--- src/logic/plt_consts.svh ---
`ifndef PLT_CONSTS_SVH
`define PLT_CONSTS_SVH

// command codes
`define PLT_CMD_RATIO 8'h29
`define PLT_CMD_FLOOR 8'h2b
`define PLT_CMD_INPUT_START_THRESHOLD 8'h35
`define PLT_CMD_VIN_OFF 8'h36

// fixed exponent fields
`define PLT_EXP_QUARTER 5'h1e
`define PLT_EXP_FLOOR 5'h17

// feedback ratio mantissas
`define PLT_MANT_ONE 11'h004
`define PLT_MANT_HALF 11'h002
`define PLT_MANT_QTR 11'h001

// output floor limits per ratio, counts of 2^-9 V
`define PLT_FLOOR_RST 12'h0b3
`define PLT_FLOOR_LO1 12'h0b3
`define PLT_FLOOR_HI1 12'h300
`define PLT_FLOOR_LO2 12'h166
`define PLT_FLOOR_HI2 12'h600
`define PLT_FLOOR_LO4 12'h2cc
`define PLT_FLOOR_HI4 12'hc00

// input thresholds in 0.25 V steps
`define PLT_VIN_FIX_HI 7'h01
`define PLT_VIN_FIX_Q 8'h01
`define PLT_VON_MIN 12'h011
`define PLT_VON_MAX 12'h01f
`define PLT_VON_RST 4'h2
`define PLT_VOFF_MIN 12'h010
`define PLT_VOFF_MAX 12'h01e
`define PLT_VOFF_RST 4'h0

// nonvolatile slots
`define PLT_NV_RATIO 2'h0
`define PLT_NV_FLOOR 2'h1
`define PLT_NV_VON 2'h2
`define PLT_NV_VOFF 2'h3
`define PLT_NV_STORE_LAST 3'h3
`define PLT_NV_LOAD_LAST 3'h4

`endif

--- src/logic/plt_pkg.sv ---
`default_nettype none
package plt_pkg;
	typedef enum logic [1:0] {
		st_idle = 2'b01,
		st_check = 2'b10
	} plt_state_type;
	typedef enum logic [2:0] {
		ratio_qtr = 3'h1,
		ratio_half = 3'h2,
		ratio_one = 3'h4
	} plt_ratio_type;
endpackage : plt_pkg
`default_nettype wire

--- src/logic/plt_nvm.sv ---
`default_nettype none
module plt_nvm #(
	parameter int WIDTH = 16,
	parameter int DEPTH = 4
) (
	// clock and reset
	input wire logic mclk,
	input wire logic srst,
	// write port
	input wire logic we,
	input wire logic [$clog2(DEPTH)-1:0] waddr,
	input wire logic [WIDTH-1:0] wdata,
	// read port
	input wire logic [$clog2(DEPTH)-1:0] raddr,
	output logic [WIDTH-1:0] rdata_r
);
	logic [WIDTH-1:0] mem_r [DEPTH];

	generate
		if (DEPTH < 2 || WIDTH < 1) begin : g_bad_shape
			$error("plt_nvm: unsupported shape");
		end
	endgenerate

	// contents survive reset, as a nonvolatile store should
	always_ff @(posedge mclk) begin
		if (we) begin
			mem_r[waddr] <= wdata;
		end
	end

	always_ff @(posedge mclk) begin
		if (srst) begin
			rdata_r <= '0;
		end else begin
			rdata_r <= mem_r[raddr];
		end
	end
endmodule : plt_nvm
`default_nettype wire

--- src/logic/plt_regs.sv ---
// What this block does
// - feedback ratio exponent reads fixed 11110; host writes cannot change it
// - ratio mantissa 004h, 002h or 001h; default 004h
// - unsupported ratio write flags cml and invalid data, alerts, keeps ratio
// - output floor bounds the effective target whenever any target source changes
// - floor is unsigned linear, implied exponent -9, about 1.95 mV per count
// - minimum reference is floor times ratio; floor range follows the ratio
// - below floor, on or off: clamp reference to floor, lower upper limit wins
// - clamp while on sets other fault, output voltage and max/min warning, alerts
// - loop slave: ratio and floor access NACKed, invalid command, alert
// - ratio 0.5 floor accepts 358 to 1536, default 358; floor_r is kept on a ratio write, reset value 179
// - ratio 0.25 floor accepts 716 to 3072, default 716; floor_r is kept on a ratio write, reset value 179
// - conversion starts once input reaches start threshold and startup is ok
// - start threshold rounds to 0.25 V steps, 4.25 to 7.75 V, default 4.5
// - out of range start threshold write flags cml, invalid data, keeps value
// - start must exceed stop threshold; violating writes rejected and flagged
// - start word: fixed exponent 11110, only low 4 mantissa bits writable
// - start mantissa 17 to 31, default 18
// - store-all copies the thresholds into nonvolatile memory
`include "plt_consts.svh"
`default_nettype none
module plt_regs (
	// clock and reset
	input wire logic mclk,
	input wire logic srst,
	// command word, complete on cmd_valid
	input wire logic cmd_valid,
	input wire logic cmd_write,
	input wire logic [7:0] cmd_code,
	input wire logic [15:0] cmd_wdata,
	output logic cmd_ready_r,
	// response
	output logic rsp_valid_r,
	output logic rsp_nack_r,
	output logic [15:0] rsp_rdata_r,
	// device controls
	input wire logic loop_slave,
	input wire logic clear_faults,
	input wire logic store_all,
	input wire logic restore_all,
	// output target
	input wire logic output_on,
	input wire logic target_chg,
	input wire logic [11:0] target_req,
	input wire logic [11:0] vmax_ref,
	output logic [11:0] vref_r,
	// input start
	input wire logic [11:0] vin_meas,
	input wire logic startup_ok,
	output logic conv_start_r,
	// status
	output logic cml_r,
	output logic ivd_r,
	output logic ivc_r,
	output logic oth_r,
	output logic vfw_r,
	output logic mmw_r,
	output logic smbalert_n_r
);
	plt_pkg::plt_state_type st_r;
	plt_pkg::plt_state_type st_nxt;
	plt_pkg::plt_ratio_type ratio_r;
	logic [11:0] floor_r;
	logic [3:0] von_r;
	logic [3:0] voff_r;
	logic wr_r;
	logic [7:0] code_r;
	logic [15:0] wdata_r;
	logic [11:0] q_c;
	logic bad_cmd_c;
	logic bad_data_c;
	logic wr_ok_c;
	logic take_cmd;
	logic take_nv;
	logic nv_busy_r;
	logic nv_rest_r;
	logic nv_ok_r;
	logic [2:0] nv_idx_r;
	logic nv_ld_r;
	logic [1:0] nv_ld_idx_r;
	logic nv_end;
	logic nv_busy_nxt;
	logic nv_we;
	logic [15:0] nv_wdata;
	logic [15:0] nv_rdata;
	logic eval_r;
	logic [11:0] floor_ref_c;
	logic [11:0] clamp_c;
	logic below_c;

	function automatic logic [11:0] floor_lo(input plt_pkg::plt_ratio_type r);
		case (r)
			plt_pkg::ratio_half: floor_lo = `PLT_FLOOR_LO2;
			plt_pkg::ratio_qtr: floor_lo = `PLT_FLOOR_LO4;
			default: floor_lo = `PLT_FLOOR_LO1;
		endcase
	endfunction : floor_lo

	function automatic logic [11:0] floor_hi(input plt_pkg::plt_ratio_type r);
		case (r)
			plt_pkg::ratio_half: floor_hi = `PLT_FLOOR_HI2;
			plt_pkg::ratio_qtr: floor_hi = `PLT_FLOOR_HI4;
			default: floor_hi = `PLT_FLOOR_HI1;
		endcase
	endfunction : floor_hi

	// linear word to 0.25 V steps, rounded to nearest; fff means out of reach
	function automatic logic [11:0] to_quarter(input logic [15:0] w);
		logic signed [4:0] e;
		logic [10:0] m;
		int sh;
		int qv;
		e = w[15:11];
		m = w[10:0];
		sh = int'(e) + 2;
		qv = 0;
		if (m[10]) begin
			qv = 4095;
		end else if (sh >= 0) begin
			qv = (sh > 4) ? 4095 : (int'(m) << sh);
		end else begin
			qv = (int'(m) + (1 << (-sh - 1))) >> (-sh);
		end
		to_quarter = (qv > 4095) ? 12'hfff : qv[11:0];
	endfunction : to_quarter

	function automatic logic ratio_ok(input logic [10:0] m);
		ratio_ok = (m == `PLT_MANT_ONE) || (m == `PLT_MANT_HALF) || (m == `PLT_MANT_QTR);
	endfunction : ratio_ok

	// request acceptance
	assign take_cmd = cmd_ready_r & cmd_valid;
	assign take_nv = cmd_ready_r & ~cmd_valid & (store_all | (restore_all & nv_ok_r));
	assign nv_end = nv_busy_r & (nv_idx_r == (nv_rest_r ? `PLT_NV_LOAD_LAST : `PLT_NV_STORE_LAST));
	assign nv_busy_nxt = take_nv | (nv_busy_r & ~nv_end);

	always_comb begin
		case (st_r)
			plt_pkg::st_idle: st_nxt = take_cmd ? plt_pkg::st_check : plt_pkg::st_idle;
			default: st_nxt = plt_pkg::st_idle;
		endcase
	end

	always_ff @(posedge mclk) begin
		if (srst) begin
			st_r <= plt_pkg::st_idle;
			cmd_ready_r <= 1'b0;
		end else begin
			st_r <= st_nxt;
			cmd_ready_r <= (st_nxt == plt_pkg::st_idle) & ~nv_busy_nxt;
		end
	end

	// the whole word is latched before any check looks at it
	always_ff @(posedge mclk) begin
		if (srst) begin
			wr_r <= 1'b0;
			code_r <= 8'h00;
			wdata_r <= 16'h0000;
		end else if (take_cmd) begin
			wr_r <= cmd_write;
			code_r <= cmd_code;
			wdata_r <= cmd_wdata;
		end
	end

	// checks on the latched word
	always_comb begin
		bad_cmd_c = 1'b0;
		bad_data_c = 1'b0;
		q_c = to_quarter(wdata_r);
		case (code_r)
			`PLT_CMD_RATIO: begin
				if (loop_slave) begin
					bad_cmd_c = 1'b1;
				end else if (wr_r && !ratio_ok(wdata_r[10:0])) begin
					bad_data_c = 1'b1;
				end
			end
			`PLT_CMD_FLOOR: begin
				if (loop_slave) begin
					bad_cmd_c = 1'b1;
				end else if (wr_r && (wdata_r[11:0] < floor_lo(ratio_r) ||
						wdata_r[11:0] > floor_hi(ratio_r))) begin
					bad_data_c = 1'b1;
				end
			end
			`PLT_CMD_INPUT_START_THRESHOLD: begin
				if (wr_r && (q_c < `PLT_VON_MIN || q_c > `PLT_VON_MAX)) begin
					bad_data_c = 1'b1;
				end else if (wr_r && q_c <= {`PLT_VIN_FIX_Q, voff_r}) begin
					bad_data_c = 1'b1;
				end
			end
			`PLT_CMD_VIN_OFF: begin
				if (wr_r && (q_c < `PLT_VOFF_MIN || q_c > `PLT_VOFF_MAX ||
						q_c >= {`PLT_VIN_FIX_Q, von_r})) begin
					bad_data_c = 1'b1;
				end
			end
			default: bad_cmd_c = 1'b1;
		endcase
	end

	assign wr_ok_c = (st_r == plt_pkg::st_check) & wr_r & ~bad_cmd_c & ~bad_data_c;

	// stored values, each updated in a single edge
	always_ff @(posedge mclk) begin
		if (srst) begin
			ratio_r <= plt_pkg::ratio_one;
			floor_r <= `PLT_FLOOR_RST;
			von_r <= `PLT_VON_RST;
			voff_r <= `PLT_VOFF_RST;
		end else if (nv_ld_r) begin
			case (nv_ld_idx_r)
				`PLT_NV_RATIO: ratio_r <= plt_pkg::plt_ratio_type'(nv_rdata[2:0]);
				`PLT_NV_FLOOR: floor_r <= nv_rdata[11:0];
				`PLT_NV_VON: von_r <= nv_rdata[3:0];
				default: voff_r <= nv_rdata[3:0];
			endcase
		end else if (wr_ok_c) begin
			case (code_r)
				`PLT_CMD_RATIO: ratio_r <= plt_pkg::plt_ratio_type'(wdata_r[2:0]);
				`PLT_CMD_FLOOR: floor_r <= wdata_r[11:0];
				`PLT_CMD_INPUT_START_THRESHOLD: von_r <= q_c[3:0];
				default: voff_r <= q_c[3:0];
			endcase
		end
	end

	// response one edge after the check
	always_ff @(posedge mclk) begin
		if (srst) begin
			rsp_valid_r <= 1'b0;
			rsp_nack_r <= 1'b0;
			rsp_rdata_r <= 16'h0000;
		end else begin
			rsp_valid_r <= (st_r == plt_pkg::st_check);
			rsp_nack_r <= (st_r == plt_pkg::st_check) & bad_cmd_c;
			rsp_rdata_r <= 16'h0000;
			if (st_r == plt_pkg::st_check && !wr_r && !bad_cmd_c) begin
				case (code_r)
					`PLT_CMD_RATIO: rsp_rdata_r <= {`PLT_EXP_QUARTER, 8'h00, ratio_r};
					`PLT_CMD_FLOOR: rsp_rdata_r <= {4'h0, floor_r};
					`PLT_CMD_INPUT_START_THRESHOLD: rsp_rdata_r <= {`PLT_EXP_QUARTER, `PLT_VIN_FIX_HI, von_r};
					default: rsp_rdata_r <= {`PLT_EXP_QUARTER, `PLT_VIN_FIX_HI, voff_r};
				endcase
			end
		end
	end

	// nonvolatile copy and recall sequencer
	always_ff @(posedge mclk) begin
		if (srst) begin
			nv_busy_r <= 1'b0;
			nv_rest_r <= 1'b0;
			nv_idx_r <= 3'h0;
			nv_ld_r <= 1'b0;
			nv_ld_idx_r <= 2'h0;
		end else begin
			nv_ld_r <= nv_busy_r & nv_rest_r & (nv_idx_r != `PLT_NV_LOAD_LAST);
			nv_ld_idx_r <= nv_idx_r[1:0];
			if (take_nv) begin
				nv_busy_r <= 1'b1;
				nv_rest_r <= ~store_all;
				nv_idx_r <= 3'h0;
			end else if (nv_busy_r) begin
				nv_busy_r <= ~nv_end;
				nv_idx_r <= nv_idx_r + 3'h1;
			end
		end
	end

	always_ff @(posedge mclk) begin
		if (srst) begin
			nv_ok_r <= 1'b0;
		end else if (nv_we) begin
			nv_ok_r <= 1'b1;
		end
	end

	assign nv_we = nv_busy_r & ~nv_rest_r;

	always_comb begin
		case (nv_idx_r[1:0])
			`PLT_NV_RATIO: nv_wdata = {`PLT_EXP_QUARTER, 8'h00, ratio_r};
			`PLT_NV_FLOOR: nv_wdata = {4'h0, floor_r};
			`PLT_NV_VON: nv_wdata = {`PLT_EXP_QUARTER, `PLT_VIN_FIX_HI, von_r};
			default: nv_wdata = {`PLT_EXP_QUARTER, `PLT_VIN_FIX_HI, voff_r};
		endcase
	end

	plt_nvm #(.WIDTH(16), .DEPTH(4)) u_nvm (
		.mclk(mclk),
		.srst(srst),
		.we(nv_we),
		.waddr(nv_idx_r[1:0]),
		.wdata(nv_wdata),
		.raddr(nv_idx_r[1:0]),
		.rdata_r(nv_rdata)
	);

	// reference floor in 2^-9 V counts scaled by the ratio
	always_comb begin
		case (ratio_r)
			plt_pkg::ratio_half: floor_ref_c = {1'b0, floor_r[11:1]};
			plt_pkg::ratio_qtr: floor_ref_c = {2'b00, floor_r[11:2]};
			default: floor_ref_c = floor_r;
		endcase
	end

	assign below_c = target_req < floor_ref_c;
	assign clamp_c = (vmax_ref < floor_ref_c) ? vmax_ref : floor_ref_c;

	// re-evaluate when any target source or the floor inputs move
	always_ff @(posedge mclk) begin
		if (srst) begin
			eval_r <= 1'b0;
			vref_r <= `PLT_FLOOR_RST;
		end else begin
			eval_r <= target_chg | (wr_ok_c & (code_r == `PLT_CMD_RATIO ||
				code_r == `PLT_CMD_FLOOR)) | nv_ld_r;
			if (eval_r) begin
				vref_r <= below_c ? clamp_c : target_req;
			end
		end
	end

	// sticky status; a set in the clearing cycle wins
	always_ff @(posedge mclk) begin
		if (srst) begin
			cml_r <= 1'b0;
			ivd_r <= 1'b0;
			ivc_r <= 1'b0;
			oth_r <= 1'b0;
			vfw_r <= 1'b0;
			mmw_r <= 1'b0;
		end else begin
			if (clear_faults) begin
				cml_r <= 1'b0;
				ivd_r <= 1'b0;
				ivc_r <= 1'b0;
				oth_r <= 1'b0;
				vfw_r <= 1'b0;
				mmw_r <= 1'b0;
			end
			if (st_r == plt_pkg::st_check && (bad_cmd_c || bad_data_c)) begin
				cml_r <= 1'b1;
			end
			if (st_r == plt_pkg::st_check && bad_data_c) begin
				ivd_r <= 1'b1;
			end
			if (st_r == plt_pkg::st_check && bad_cmd_c) begin
				ivc_r <= 1'b1;
			end
			if (eval_r && output_on && below_c) begin
				oth_r <= 1'b1;
				vfw_r <= 1'b1;
				mmw_r <= 1'b1;
			end
		end
	end

	always_ff @(posedge mclk) begin
		if (srst) begin
			smbalert_n_r <= 1'b1;
		end else begin
			smbalert_n_r <= ~(cml_r | ivd_r | ivc_r | oth_r | vfw_r | mmw_r);
		end
	end

	always_ff @(posedge mclk) begin
		if (srst) begin
			conv_start_r <= 1'b0;
		end else begin
			conv_start_r <= startup_ok & (vin_meas >= {`PLT_VIN_FIX_Q, von_r});
		end
	end
endmodule : plt_regs
`default_nettype wire

--- config.mk ---
export PLATFORM = sky130hd
export DESIGN_NAME = plt_regs
export DESIGN_NICKNAME = d
export VERILOG_FILES = /design/src/logic/plt_pkg.sv /design/src/logic/plt_nvm.sv /design/src/logic/plt_regs.sv
export VERILOG_INCLUDE_DIRS = /design/src /design/src/logic
export SDC_FILE = /design/constraint.sdc
export NUM_CORES = 1
export LEC_CHECK = 0
export ABC_AREA = 1
export BUFFER_PORTS_ARGS = -buffer_cell sky130_fd_sc_hd__buf_2
export CELL_PAD_IN_SITES_DETAIL_PLACEMENT = 1
export CELL_PAD_IN_SITES_GLOBAL_PLACEMENT = 1
export CORE_MARGIN = 10
export CORE_UTILIZATION = 25
export CTS_CLUSTER_SIZE = 10
export DETAILED_ROUTE_END_ITERATION = 8
export GPL_TIMING_DRIVEN = 0
export PLACE_DENSITY = 0.51
export RECOVER_POWER = 100
export SLEW_MARGIN = 0
export SYNTH_ARGS = -nofsm -noshare
export SYNTH_HDL_FRONTEND = slang
export SYNTH_SLANG_ARGS = --single-unit
--- constraint.sdc ---
create_clock -name mclk -period 18.2 [get_ports mclk]
set_clock_uncertainty 0.05 [all_clocks]
set_input_delay 0 -clock mclk [delete_from_list [all_inputs] [get_ports mclk]]
set_output_delay 0 -clock mclk [all_outputs]
set_load 0.02 [all_outputs]
# --- After elaboration in Yosys (flattened, before gate mapping) ---
# Memories as Yosys holds them, arrays and structs flattened. A register that Yosys moved wholly into a read port is not among the register bits.
# Cells that the tools add are included.
totals:
  reg_bits: 97
  ram_bits: 64
  input_bits: 71
  output_inout_bits: 39
  wordCells: 202
  memories: 1
mem_list:
  columns: ["memory", "words", "width", "rd", "rd_ports_with_merged_regs", "wr", "line_no", "text"]
  rows:
  - ["u_nvm.mem_r", 4, 16, 1, 1, 1, "plt_nvm.sv:17", "logic [WIDTH-1:0] mem_r [DEPTH];"]
classes:
  addsub: 5
  n_lt_le_gt_ge: 14
  n_eq_ne: 23
  shifts: 3
  n_mux: 53
  bitwise_logic: 34
  reduce_logical: 43
op_table:
  columns: ["operator", "n"]
  rows:
  - ["2-to-1 mux 12 bit", 11]
  - ["2-to-1 mux 32 bit", 3]
  - ["case mux 16 bit (3 select lines)", 2]
  - ["case mux 12 bit (2 select lines)", 2]
  - ["less-than comparator 12 bit", 3]
  - ["adder 12 x 32 -> 32 bit", 1]
  - ["== test 8 x 6 -> 1 bit (second input constant)", 4]
  - ["> comparator 32 x 13 -> 1 bit (second input constant)", 1]
  - ["2-to-1 mux 4 bit", 8]
  - ["negation 6 -> 32 bit", 1]
  - ["left shift 1 x 32 -> 32 bit (first input constant)", 1]
  - ["left shift 11 x 32 -> 32 bit", 1]
  - ["right shift 32 x 32 -> 32 bit", 1]
  - ["subtractor 32 x 2 -> 32 bit (second input constant)", 1]
  - [">= comparator 12 x 5 -> 1 bit", 2]
  - ["> comparator 12 x 5 -> 1 bit (second input constant)", 2]
  - ["less-than comparator 12 x 5 -> 1 bit (second input constant)", 2]
  - ["case mux 10 bit (2 select lines)", 1]
  - ["2-to-1 mux 1 bit", 17]
  - ["bitwise AND 1 bit", 16]
  - ["nonzero test 2 bit", 8]
  - ["2-to-1 mux 3 bit", 5]
  - ["> comparator 12 bit", 1]
  - ["<= comparator 12 x 5 -> 1 bit", 1]
  - ["27 further kinds", 80]

# --- Depth between registers and ports, before layout ---
# Gate-level depths: netlist of the first run.
depth:
  depth_word: 21
  ltp_mapped: 58
  mapped_depth_nobuf: 57

# --- Modules after synthesis ---
# A second synthesis of the first run with hierarchy kept.
unflattened:
  hier_cells: 1736
  area_unflattened_um2: 11957.7
by_module_without_submodules:
  columns: ["mod", "instances", "cells_each", "area_each_um2", "seq_area_each_um2"]
  rows:
  - ["plt_regs", 1, 1459, 8862.2, 1881.8]
  - ["plt_nvm", 1, 277, 3095.5, 2242.2]

# --- Least setup slack after synthesis of the first run ---
# OpenSTA, ideal clock, no wires.
synth_path:
  path_type: "flip-flop to flip-flop"
  from: "register wdata_r[12]"
  to: "register floor_r[11]"
  arrival_time_ns: 7.118
  setup_slack_ns: 10.919
  stages_incl_launch_ff: 55
  synth_period_minus_slack_ns: 7.281
  cell_sequence: "dfxtp_1 > ha_1 > inv_1 > nand2_1 > nand2_2 > nor2_1 > nand2_1 > ha_1 > buf_2 > nand2_1 > nor2_2 > inv_2 > nor2_2 > inv_1 > nor2_2 > nand3_1 > nand2_1 > nand3_1 > (+19 left out) > a21oi_1 > nand3_1 > nand2_1 > nor2_1 > inv_1 > ha_1 > nand2_1 > o21ai_0 > o21ai_0 > nor2_1 > nor2_1 > nor2_2 > nand4_2 > nand2_4 > nand2_4 > buf_6 > nor2_1 > nor2_1"
synth_between:
  elab_chain_len: 20
synth_rtl:
  columns: ["element", "line_no", "text"]
  rows:
  - ["from (decl)", "plt_regs.sv:68", "logic [15:0] wdata_r;"]
  - ["from (signal assigned)", "plt_regs.sv:163", "wdata_r <= cmd_wdata;"]
  - ["adder 5 x 3 -> 6 bit *", "plt_regs.sv:115", "sh = int'(e) + 2;"]
  - ["negation 6 -> 32 bit", "plt_regs.sv:122", "qv = (int'(m) + (1 << (-sh - 1))) >> (-sh);"]
  - ["subtractor 32 x 2 -> 32 bit", "plt_regs.sv:122", null]
  - ["left shift 1 x 32 -> 32 bit", "plt_regs.sv:122", null]
  - ["adder 12 x 32 -> 32 bit", "plt_regs.sv:122", null]
  - ["right shift 32 x 32 -> 32 bit", "plt_regs.sv:122", null]
  - ["2-to-1 mux 32 bit *", "plt_regs.sv:119", "end else if (sh >= 0) begin"]
  - ["2-to-1 mux 32 bit *", "plt_regs.sv:117", "if (m[10]) begin"]
  - ["(+4 left out)", null, null]
  - ["logical OR 1 bit", "plt_regs.sv:196", "if (wr_r && (q_c < `PLT_VOFF_MIN || q_c > `PLT_VOFF_MAX ||"]
  - ["logical AND 1 bit", "plt_regs.sv:196", null]
  - ["2-to-1 mux 1 bit", "plt_regs.sv:196", null]
  - ["case mux 1 bit (4 select lines) *", "plt_regs.sv:172", "case (code_r)"]
  - ["inverter 1 bit *", "plt_regs.sv:205", "assign wr_ok_c = (st_r == plt_pkg::st_check) & wr_r & ~bad_cmd_c & ~bad_data_c;"]
  - ["bitwise AND 1 bit *", "plt_regs.sv:205", null]
  - ["nonzero test 2 bit (no line) *", null, null]
  - ["AND reduction 3 bit (no line) *", null, null]
  - ["to (signal assigned)", "plt_regs.sv:211", "floor_r <= `PLT_FLOOR_RST;"]
  - ["to (signal assigned)", "plt_regs.sv:217", "`PLT_NV_FLOOR: floor_r <= nv_rdata[11:0];"]
  - ["to (signal assigned)", "plt_regs.sv:224", "`PLT_CMD_FLOOR: floor_r <= wdata_r[11:0];"]
  - ["to (decl)", "plt_regs.sv:63", "logic [11:0] floor_r;"]
# Mark *: on every way between the ends. The rest lies on a longest branch, timed or not.
# A chain may end at the register's enable or synchronous reset.

# --- Worst setup path in the final report of the first run ---
layout_path:
  from: "register wdata_r[11]"
  to: "register floor_r[0]"
layout_between:
  elab_chain_len: 20
layout_rtl:
  columns: ["element", "line_no"]
  rows:
  - ["adder 5 x 3 -> 6 bit", "plt_regs.sv:115"]
  - ["negation 6 -> 32 bit", "plt_regs.sv:122"]
  - ["subtractor 32 x 2 -> 32 bit", "plt_regs.sv:122"]
  - ["left shift 1 x 32 -> 32 bit", "plt_regs.sv:122"]
  - ["adder 12 x 32 -> 32 bit", "plt_regs.sv:122"]
  - ["right shift 32 x 32 -> 32 bit", "plt_regs.sv:122"]
  - ["2-to-1 mux 32 bit", "plt_regs.sv:119"]
  - ["2-to-1 mux 32 bit", "plt_regs.sv:117"]
  - ["(+4 left out)", null]
  - ["logical OR 1 bit", "plt_regs.sv:196"]
  - ["logical AND 1 bit", "plt_regs.sv:196"]
  - ["2-to-1 mux 1 bit", "plt_regs.sv:196"]
  - ["case mux 1 bit (4 select lines) *", "plt_regs.sv:172"]
  - ["inverter 1 bit *", "plt_regs.sv:205"]
  - ["bitwise AND 1 bit *", "plt_regs.sv:205"]
  - ["nonzero test 2 bit (no line) *", null]
  - ["AND reduction 3 bit (no line) *", null]
# Marked as above.

==> metrics.cfg, run 1 <==
[route]
met3_length_microns=1240
vias=12000
highest_layer=met4
first_pass_iters=5
dr_wl_met2_microns=23500
wire_per_inst_microns=19.9
detail-route-antenna-nets=0
drt_iter0_markers=582
routedLengthMet1_microns=23100
wirelength_microns=48400
drc=0
via_per_inst=4.94

[floorplan]
die_w_microns=231
ioPinCount=110
start_util=0.252
num_rows=77
die_height_microns=231
fp.dieArea_sq_um=53300
coreArea_sq_um=44100

[timing]
hold_viol_final=0
max_slew_margin=0.153
fmax_mhz=80.9
grt_setup_unrepaired=false
setup-tns-final_ns=0
slew_viol_final=0
tightest_slew_ns=1.27
finalCriticalPeriod_ns=12.36
period_share=0.679
final-setup-viol-count=0

[job]
drv_cap=0

[clocking]
post_cts.repair.setup_buffers=0
ctsRootBufferMaster=clkbuf_16
cts_tree=built
cts_buffer_depth=2
htree_levels=4
clk_pin_slew_ns=0.06
clock_sinks=154
cts_buffers=17
post_cts_resized=0
clock_latency_ns=0.45

[pwr]
ir_drop_mv=0.0583
p_leak_uw=0.00559
powerDensity_nw_per_um2=72.4

[finish]
drive_gt1_frac=0.0881
synthToLayoutAreaGrowth_pct=21.4
fill_cells=5641
finalInstanceArea_sq_um=13500
final_common_cell=nand2_1
nets=1969
mostFrequentLayoutCells=nand2_1, nor2_1, inv_1

[grt]
grt_use_total=0.178
grt_pass1_wl_microns=74100
antenna_found_initial=2
grt_max_degree=17
grt_pass1_vias=12400
overflow=0

[placement]
place_area_sq_um=12400
dp_hpwl_microns=38900
place.gp.congestion=0.869
port_buffers=108

[critical_path]
critPathMaxStageDelay_ns=0.78
reg2reg_to=floor_r[0]$_SDFFE_PP1P_
timing.rr.start=wdata_r[11]$_SDFFE_PP0P_
worstPathMaxFanout=11
path_class=flip-flop to flip-flop
crit_path_start=wdata_r[11]$_SDFFE_PP0P_
cp_data_arrival_time_ns=12.59
rrSetupSlack_ns=5.84
cp-endpoint=floor_r[0]$_SDFFE_PP1P_
rr_worst_depth=55
crit_path_start_kind=flip-flop
crit_path_end_kind=flip-flop
crit_slowest_cell=clkbuf_1
cpMostUsedCell=nand2_1
cp.required_ns=18.43

[worst_hold_path]
hold_class=input pin to flip-flop

[yosys]
synth_cells=1635
yosysUniqueCellTypes=59
syn_area_per_cell_sq_um=6.80
yosysWarnings=0
ys_seq_area_frac=0.321
synth_edf_count=48
netlist_area_sq_um=11100
async_flop_share=0
synth_nets=1779
synth_flop_cell=dfxtp_1
ys_seq_elements=154

[outcome]
status=complete, no violations

synth_stat cells, types with 8 or more instances:
master / number / share of area
inv_1: 169 / 0.057
a22oi_1: 9 / 0.0061
edfxtp_1: 48 / 0.13
o211ai_1: 12 / 0.0081
nor3_1: 30 / 0.014
buf_1: 8 / 0.0027
nor2_2: 9 / 0.0051
nand2_2: 9 / 0.0051
dfxtp_1: 106 / 0.19
ha_1: 72 / 0.081
nand2_1: 329 / 0.11
nand3_1: 95 / 0.043
a21oi_1: 146 / 0.066
o21ai_0: 129 / 0.058
nor2_1: 183 / 0.062
o21ai_1: 11 / 0.0050
inv_2: 17 / 0.0057
clkbuf_1: 51 / 0.017
o22ai_1: 15 / 0.0084
a31oi_1: 18 / 0.010
nor4_1: 15 / 0.0084
nand4_1: 60 / 0.034
sequential cells by signal (all words and copies together) (netlist names), 2 cells and up:
register,count
u_nvm.mem_r,48
wdata_r,16
rsp_rdata_r,13
floor_r,12
u_nvm.rdata_r,12
vref_r,12
code_r,8
voff_r,4
von_r,4
nv_idx_r,3
ratio_r,3
nv_ld_idx_r,2
st_r,2
worst max-delay path: cells and delay by family (launching register included):
kind / cells / cell delay, ns
adders and majority gates: 4 / 1.23
and+or+nand+nor: 30 / 5.88
buffers and inverters: 12 / 3.03
AOI/OAI and AO/OA: 9 / 1.59
DFF: 1 / 0.40
kinds of logic after synthesis:
| family | synth area share |
|---|---|
| xor+xnor | 0.000788 |
| compound gates | 0.187 |
| fa+ha+maj | 0.0828 |
| flops | 0.321 |
| buf+inv | 0.0950 |
| simple gates | 0.313 |
| mux | 0.000900 |
metrics by stage:
| step | worst slack, ns | hold slack, ns | power, uW | utilization | std cells |
|---|---|---|---|---|---|
| 6_report | 5.84 | 0.104 | 977 | 0.306 | 2431 |
| 5_1_grt | 4.59 | 0.142 | 1030 | 0.306 | 2431 |
| 4_1_cts | 7.61 | 0.0767 | 991 | 0.308 | 2430 |
| 3_5_place_dp | 7.70 | 0.148 | 621 | 0.281 | 2336 |
| 3_3_place_gp | 7.70 | 0.144 | 618 | 0.281 | 2335 |
| 2_1_floorplan | 10.92 | 0.0400 | 533 | - | 1635 |
how the worst min path moves through the flow:
stage	start	to	slack, ns	cells past startpoint
final	srst	st_r[1]$_SDFF_PP0_	0.10	2
after global placement	store_all	nv_rest_r$_SDFFE_PP0P_	0.14	2
after floorplan	store_all	nv_rest_r$_SDFFE_PP0P_	0.04	1
after detailed placement	store_all	nv_rest_r$_SDFFE_PP0P_	0.15	2
after CTS	srst	st_r[1]$_SDFF_PP0_	0.08	2
after global routing	srst	st_r[1]$_SDFF_PP0_	0.14	2
routing by layer:
layer | vias to the layer above | global-route usage
met5 | - | 0
met4 | 0 | 0.0364
met3 | 29 | 0.0234
met2 | 165 | 0.307
met1 | 5869 | 0.234
li1 | 5958 | -
final cells by class:
cell class / count / area [sq um] / share of cell area
Multi-Input combinational cell: 1216 / 6450 / 0.478
Sequential cell: 154 / 3560 / 0.264
Timing Repair Buffer: 171 / 1120 / 0.0830
Tap cell: 592 / 741 / 0.0549
Inverter: 191 / 719 / 0.0533
Clock buffer: 23 / 458 / 0.0339
Buffer: 74 / 327 / 0.0242
Clock inverter: 9 / 115 / 0.00853
Antenna cell: 1 / 2.50 / 0.000185
power by group:
part | internal [uW] | switching (uW)
logic | 76.9 | 170
registers | 364 | 11.5
clock network | 207 | 148
timing repair:
item,CTS,global route
endpoints found under the setup margin,0,0
hold buffers,62,0
endpoints found under the hold margin,47,0
(Power assumes the default switching activity.)
==> inputs of run 2 (changes only) <==
--- a/config.mk
+++ b/config.mk
@@ -6,7 +6,7 @@
 export SDC_FILE = /design/constraint.sdc
 export NUM_CORES = 1
 export LEC_CHECK = 0
-export ABC_AREA = 1
+export ABC_AREA = 0
 export BUFFER_PORTS_ARGS = -buffer_cell sky130_fd_sc_hd__buf_2
 export CELL_PAD_IN_SITES_DETAIL_PLACEMENT = 1
 export CELL_PAD_IN_SITES_GLOBAL_PLACEMENT = 1
@@ -15,7 +15,7 @@
 export CTS_CLUSTER_SIZE = 10
 export DETAILED_ROUTE_END_ITERATION = 8
 export GPL_TIMING_DRIVEN = 0
-export PLACE_DENSITY = 0.51
+export PLACE_DENSITY = 0.49
 export RECOVER_POWER = 100
 export SLEW_MARGIN = 0
 export SYNTH_ARGS = -nofsm -noshare
==> constraint.sdc (replaced) <==
create_clock -name mclk -period 11.75 [get_ports mclk]
set_clock_uncertainty 0.05 [all_clocks]
set_input_delay 0 -clock mclk [delete_from_list [all_inputs] [get_ports mclk]]
set_output_delay 0 -clock mclk [all_outputs]
set_load 0.02 [all_outputs]
==> metrics.cfg, run 2 <==
[grt]
overflow=0
grt_pass1_wl_microns=66600
antenna_found_initial=1
grt_use_total=0.174
grt_pass1_vias=10600
grt_max_degree=17

[critical_path]
cp_data_arrival_time_ns=10.80
rrSetupSlack_ns=1.27
cpLargestDelayFamily=simple AND/OR/NAND/NOR gates
worstPathMaxFanout=10
cp.required_ns=12.07
path_class=flip-flop to flip-flop
reg2reg_to=eval_r$_SDFF_PP0_
critPathMaxStageDelay_ns=0.57
crit_path_start=wdata_r[13]$_SDFFE_PP0P_
cp.depth=35
timing.rr.start=wdata_r[13]$_SDFFE_PP0P_
cp-endpoint=eval_r$_SDFF_PP0_
crit_slowest_cell=nor2_1
rr_worst_depth=35
crit_path_start_kind=flip-flop
crit_path_end_kind=flip-flop
cp_num_buf_inv=4

[route]
drc=0
drt_iter0_markers=572
via_per_inst=5.25
detail-route-antenna-nets=0
vias=10100
first_pass_iters=7
wire_per_inst_microns=23.0
wirelength_microns=44300

[clocking]
htree_levels=4
post_cts.repair.setup_buffers=0
cts_buffer_depth=2
ctsRootBufferMaster=clkbuf_16
clk_pin_slew_ns=0.07
clock_latency_ns=0.46
cts_buffers=17
clock_sinks=154
cts_tree=built

[outcome]
status=complete, no violations

[placement]
place.gp.congestion=0.929
dp_hpwl_microns=34200
port_buffers=109

[floorplan]
die_height_microns=224
num_rows=74
die_w_microns=224
start_util=0.254
coreArea_sq_um=41000
fp.dieArea_sq_um=50200
ioPinCount=110

[yosys]
ys_seq_elements=154
synth_flop_cell=dfxtp_1
synth_edf_count=48
synth.top_cell.area_share=0.204
ys_seq_area_frac=0.342
synth_cells=1195
yosysWarnings=0
synth_common_cells=nand2_1, dfxtp_1, nor2_1, a21oi_1, ha_1
syn_area_per_cell_sq_um=8.72
yosysUniqueCellTypes=85
synth_area_leader_cell=dfxtp_1
synth.area.top_cells=dfxtp_1, edfxtp_1, ha_1
async_flop_share=0
netlist_area_sq_um=10400
synth.most_common_cell=nand2_1
synth_nets=1339

[finish]
final_common_cell=nand2_1
top_register=u_nvm.mem_r
largest_reg_flops=48
seq_area_sq_um=3560
drive_gt1_frac=0.110
nets=1526
fill_cells=4846
multi_input_area_sq_um=6390
num_antenna_cells=0
synthToLayoutAreaGrowth_pct=22.4
final_util=0.311
largestRegisters=u_nvm.mem_r (48), wdata_r (16), rsp_rdata_r (13)
mostFrequentLayoutCells=nand2_1, dfxtp_1, clkbuf_1

[worst_hold_path]
hold_class=input pin to flip-flop

[pwr]
p_leak_uw=0.00496
powerDensity_nw_per_um2=110
ir_drop_mv=0.122

[timing]
grt_setup_unrepaired=false
finalCriticalPeriod_ns=10.48
tightest_slew_ns=1.11
slew_viol_final=0
setup-tns-final_ns=0
fmax_mhz=95.5
hold_viol_final=0
max_slew_margin=0.254
period_share=0.892
final-setup-viol-count=0

[job]
drv_cap=0

run 2: cell types whose count changed in the layout (fill, tap and decap cells not counted), sizes merged, moves of 17 or more:
cell and delta:
nand3 -70, inv -149, nand2 -196, nand4 -50, mux2i +36, nor3b +20, o21ai -86, a21oi -55
nor2 -103, a21o +17, and2 +34
run 2: per-layer routing:
metal,part of all wire,global-route usage
met2,0.51,0.310
met1,0.44,0.212
met4,0.022,0.0559
met5,0,0
met3,0.034,0.0240
run 2: cells by family (layout without fill, tap and decap cells):
kind of cell             after synthesis  after routing  share of synthesized area
adder cells (fa/ha/maj)               73             73                     0.0884
flip-flops                           154            154                      0.342
AND/OR/NAND/NOR                      462            462                      0.220
XOR/XNOR                              20             20                     0.0232
multiplexers                          64             64                     0.0799
AO/OA/AOI/OAI                        313            313                      0.203
buffers and inverters                109            309                     0.0436
run 2: worst min-delay path by stage:
stage                     depth (start not counted)  slack [ns]         from                       end
after floorplan                                   1        0.05    store_all    nv_rest_r$_SDFFE_PP0P_
after global placement                            2        0.16    store_all    nv_rest_r$_SDFFE_PP0P_
after detailed placement                          2        0.17    store_all    nv_rest_r$_SDFFE_PP0P_
after CTS                                         4        0.15  restore_all  nv_idx_r[2]$_SDFFE_PP0P_
after global routing                              4        0.21  restore_all  nv_idx_r[2]$_SDFFE_PP0P_
final                                             4        0.16  restore_all  nv_idx_r[2]$_SDFFE_PP0P_
run 2: cell type report:
type                    count  area share
plain buffers              70      0.0236
clock buffers              19      0.0339
clock inverters            13      0.0130
inverters                  39      0.0115
multi-input cells         932       0.501
flip-flops and latches    154       0.279
well taps                 532      0.0522
repair buffers            168      0.0851
run 2: per-stage QoR:
stage          total power [uW]  hold WS, ns  setup slack (ns)  instance area [sq um]  std cells
3_5_place_dp                820        0.168              1.98                  11600       1836
3_3_place_gp                819        0.155              1.94                  11600       1836
5_1_grt                    1470        0.207             0.383                  12800       1927
2_1_floorplan               727       0.0457              4.57                  10400       1195
4_1_cts                    1430        0.146              1.38                  12800       1927
6_report                   1410        0.162              1.27                  12800       1927
run 2: worst reg2reg max path: cells and delay by family (launching register included):
kind	cells	cell delay, ns
AO/OA/AOI/OAI	12	2.56
adder cells (fa/ha/maj)	5	1.29
buffers and inverters	4	1.56
flip-flops	1	0.52
AND/OR/NAND/NOR	14	4.41
run 2: where the power goes:
part	switching (uW)	internal (uW)
Sequential	15.7	559
Clock	247	336
Combinational	154	94.6
run 2: timing repair:
action / 4_1_cts / 5_1_grt
hold buffers: 59 / 0
hold endpoints to repair: 48 / 0
gates resized for setup: 0 / 0
==> inputs of run 3 (changes only) <==
--- a/config.mk
+++ b/config.mk
@@ -8,14 +8,12 @@
 export LEC_CHECK = 0
 export ABC_AREA = 0
 export BUFFER_PORTS_ARGS = -buffer_cell sky130_fd_sc_hd__buf_2
-export CELL_PAD_IN_SITES_DETAIL_PLACEMENT = 1
-export CELL_PAD_IN_SITES_GLOBAL_PLACEMENT = 1
 export CORE_MARGIN = 10
 export CORE_UTILIZATION = 25
 export CTS_CLUSTER_SIZE = 10
 export DETAILED_ROUTE_END_ITERATION = 8
 export GPL_TIMING_DRIVEN = 0
-export PLACE_DENSITY = 0.49
+export PLACE_DENSITY = 0.4
 export RECOVER_POWER = 100
 export SLEW_MARGIN = 0
 export SYNTH_ARGS = -nofsm -noshare
==> metrics.cfg, run 3 (synthesis gave the netlist of run 2 again) <==
[pwr]
comb_power_share=0.177
pwr-share-clk=0.408
power_uw=1380
seqPwrFrac=0.415
ir_drop_mv=0.0921
p_leak_uw=0.00494
p_sw_uw=426
swShare=0.309
powerDensity_nw_per_um2=108
p_int_uw=953

[grt]
met3_usage=0.0213
grt_busiest_layer=met2
grt_max_degree=17
grt_pass1_wl_microns=62200
use_met1=0.209
grt_pass1_vias=10100
grt_use_total=0.160
antenna_found_initial=0
met2_usage=0.267
overflow=0

[finish]
final_common_cell=nand2_1
top_register=u_nvm.mem_r
num_antenna_cells=0
drive_gt1_frac=0.112
mostFrequentLayoutCells=nand2_1, dfxtp_1, nor2_1
largestRegisters=u_nvm.mem_r (48), wdata_r (16), rsp_rdata_r (13)
fill_cells=4421
nets=1525
multi_input_area_sq_um=6390
largest_reg_flops=48
seq_area_sq_um=3560
synthToLayoutAreaGrowth_pct=22.1
layout.cells.non_filler=1926

[job]
drv_cap=0

[critical_path]
timing.rr.start=wdata_r[13]$_SDFFE_PP0P_
crit_path_end_kind=flip-flop
critPathMaxStageDelay_ns=0.64
cp_data_arrival_time_ns=10.81
rr_worst_depth=34
crit_path_start_kind=flip-flop
cp.required_ns=12.09
cpLargestDelayFamily=simple AND/OR/NAND/NOR gates
crit_slowest_cell=a2111oi_0
cpMostUsedCell=ha_1
path_class=flip-flop to flip-flop
cp_num_buf_inv=4
reg2reg_to=eval_r$_SDFF_PP0_
rrSetupSlack_ns=1.28
worstPathMaxFanout=10

[route]
detail-route-antenna-nets=0
drt_iter0_markers=896
wirelength_microns=40400
vias=9853
first_pass_iters=5
via_per_inst=5.12
wire_per_inst_microns=21.0
drc=0

[worst_hold_path]
holdPathStages=4
hold_class=input pin to flip-flop
min_from=vmax_ref[11]
holdPathEnd=vref_r[11]$_SDFFE_PP0P_

[clocking]
cts_buffer_depth=2
clock_latency_ns=0.45
clk_pin_slew_ns=0.08
htree_levels=4
cts_tree=built
cts_buffers=17
ctsRootBufferMaster=clkbuf_16
clock_sinks=154

[timing]
final-setup-viol-count=0
fmax_mhz=95.5
max_slew_margin=0.226
slew_viol_final=0
finalCriticalPeriod_ns=10.47
setup-tns-final_ns=0
tightest_slew_ns=1.15
period_share=0.891
grt_setup_unrepaired=false
hold_viol_final=0

[floorplan]
die_height_microns=224
ioPinCount=110
fp.dieArea_sq_um=50200
die_w_microns=224
coreArea_sq_um=41000
start_util=0.254
num_rows=74

[placement]
place.gp.congestion=0.898
place_inst=1836
port_buffers=109
dp_hpwl_microns=30900

[outcome]
status=complete, no violations

[run 3: layer usage]
layer  vias up  share of wire
li1       4821              -
met1      4735           0.46
met2       242           0.48
met3        55          0.040
met4         0          0.021
met5         -              0
[run 3: worst register-to-register path: cells and delay by family, from the launching register on]
family | cells | cell delay, ns
AOI/OAI and AO/OA | 13 | 3.15
adders and majority gates | 4 | 1.06
and+or+nand+nor | 13 | 4.09
DFF | 1 | 0.45
buffers and inverters | 4 | 1.62
[run 3: worst max path at each step]
stage	startpoint	slack [ns]	endpoint	cells after the start
after floorplan	wdata_r[13]$_SDFFE_PP0P_	4.57	eval_r$_SDFF_PP0_	33
after global placement	wdata_r[13]$_SDFFE_PP0P_	2.07	eval_r$_SDFF_PP0_	33
after detailed placement	wdata_r[12]$_SDFFE_PP0P_	2.14	eval_r$_SDFF_PP0_	33
after CTS	wdata_r[12]$_SDFFE_PP0P_	1.53	eval_r$_SDFF_PP0_	34
after global routing	wdata_r[13]$_SDFFE_PP0P_	0.61	eval_r$_SDFF_PP0_	34
final	wdata_r[13]$_SDFFE_PP0P_	1.28	eval_r$_SDFF_PP0_	34
[run 3: timing repair]
action,in CTS,in global routing
hold endpoints to repair,49,0
gates resized for setup,0,0
hold buffers,58,0
buffers inserted,0,0
[run 3: power groups by stage]
| stage | combinational [uW] | clock [uW] | sequential, uW |
|---|---|---|---|
| 2_1_floorplan | 145 | 0 | 582 |
| 3_3_place_gp | 229 | 0 | 584 |
| 3_5_place_dp | 229 | 0 | 584 |
| 4_1_cts | 245 | 577 | 572 |
| 5_1_grt | 270 | 600 | 574 |
| 6_report | 244 | 563 | 573 |
[run 3: final cells by class]
type | count | share of cell area
multi-input combinational | 932 | 0.502
timing repair buffer | 167 | 0.0846
sequential | 154 | 0.280
clock inverter | 15 | 0.0121
clock buffer | 17 | 0.0334
tap | 532 | 0.0523
buffer | 70 | 0.0237
inverter | 39 | 0.0115
[run 3: metrics by stage]
stage	setup WS, ns	hold slack [ns]	utilization	cell area (sq um)
floorplan	4.57	0.0457	-	10400
global placement	2.07	0.160	0.284	11600
detailed placement	2.14	0.167	0.284	11600
CTS	1.53	0.0190	0.312	12800
global route	0.605	0.122	0.310	12700
finish	1.28	0.0403	0.310	12700
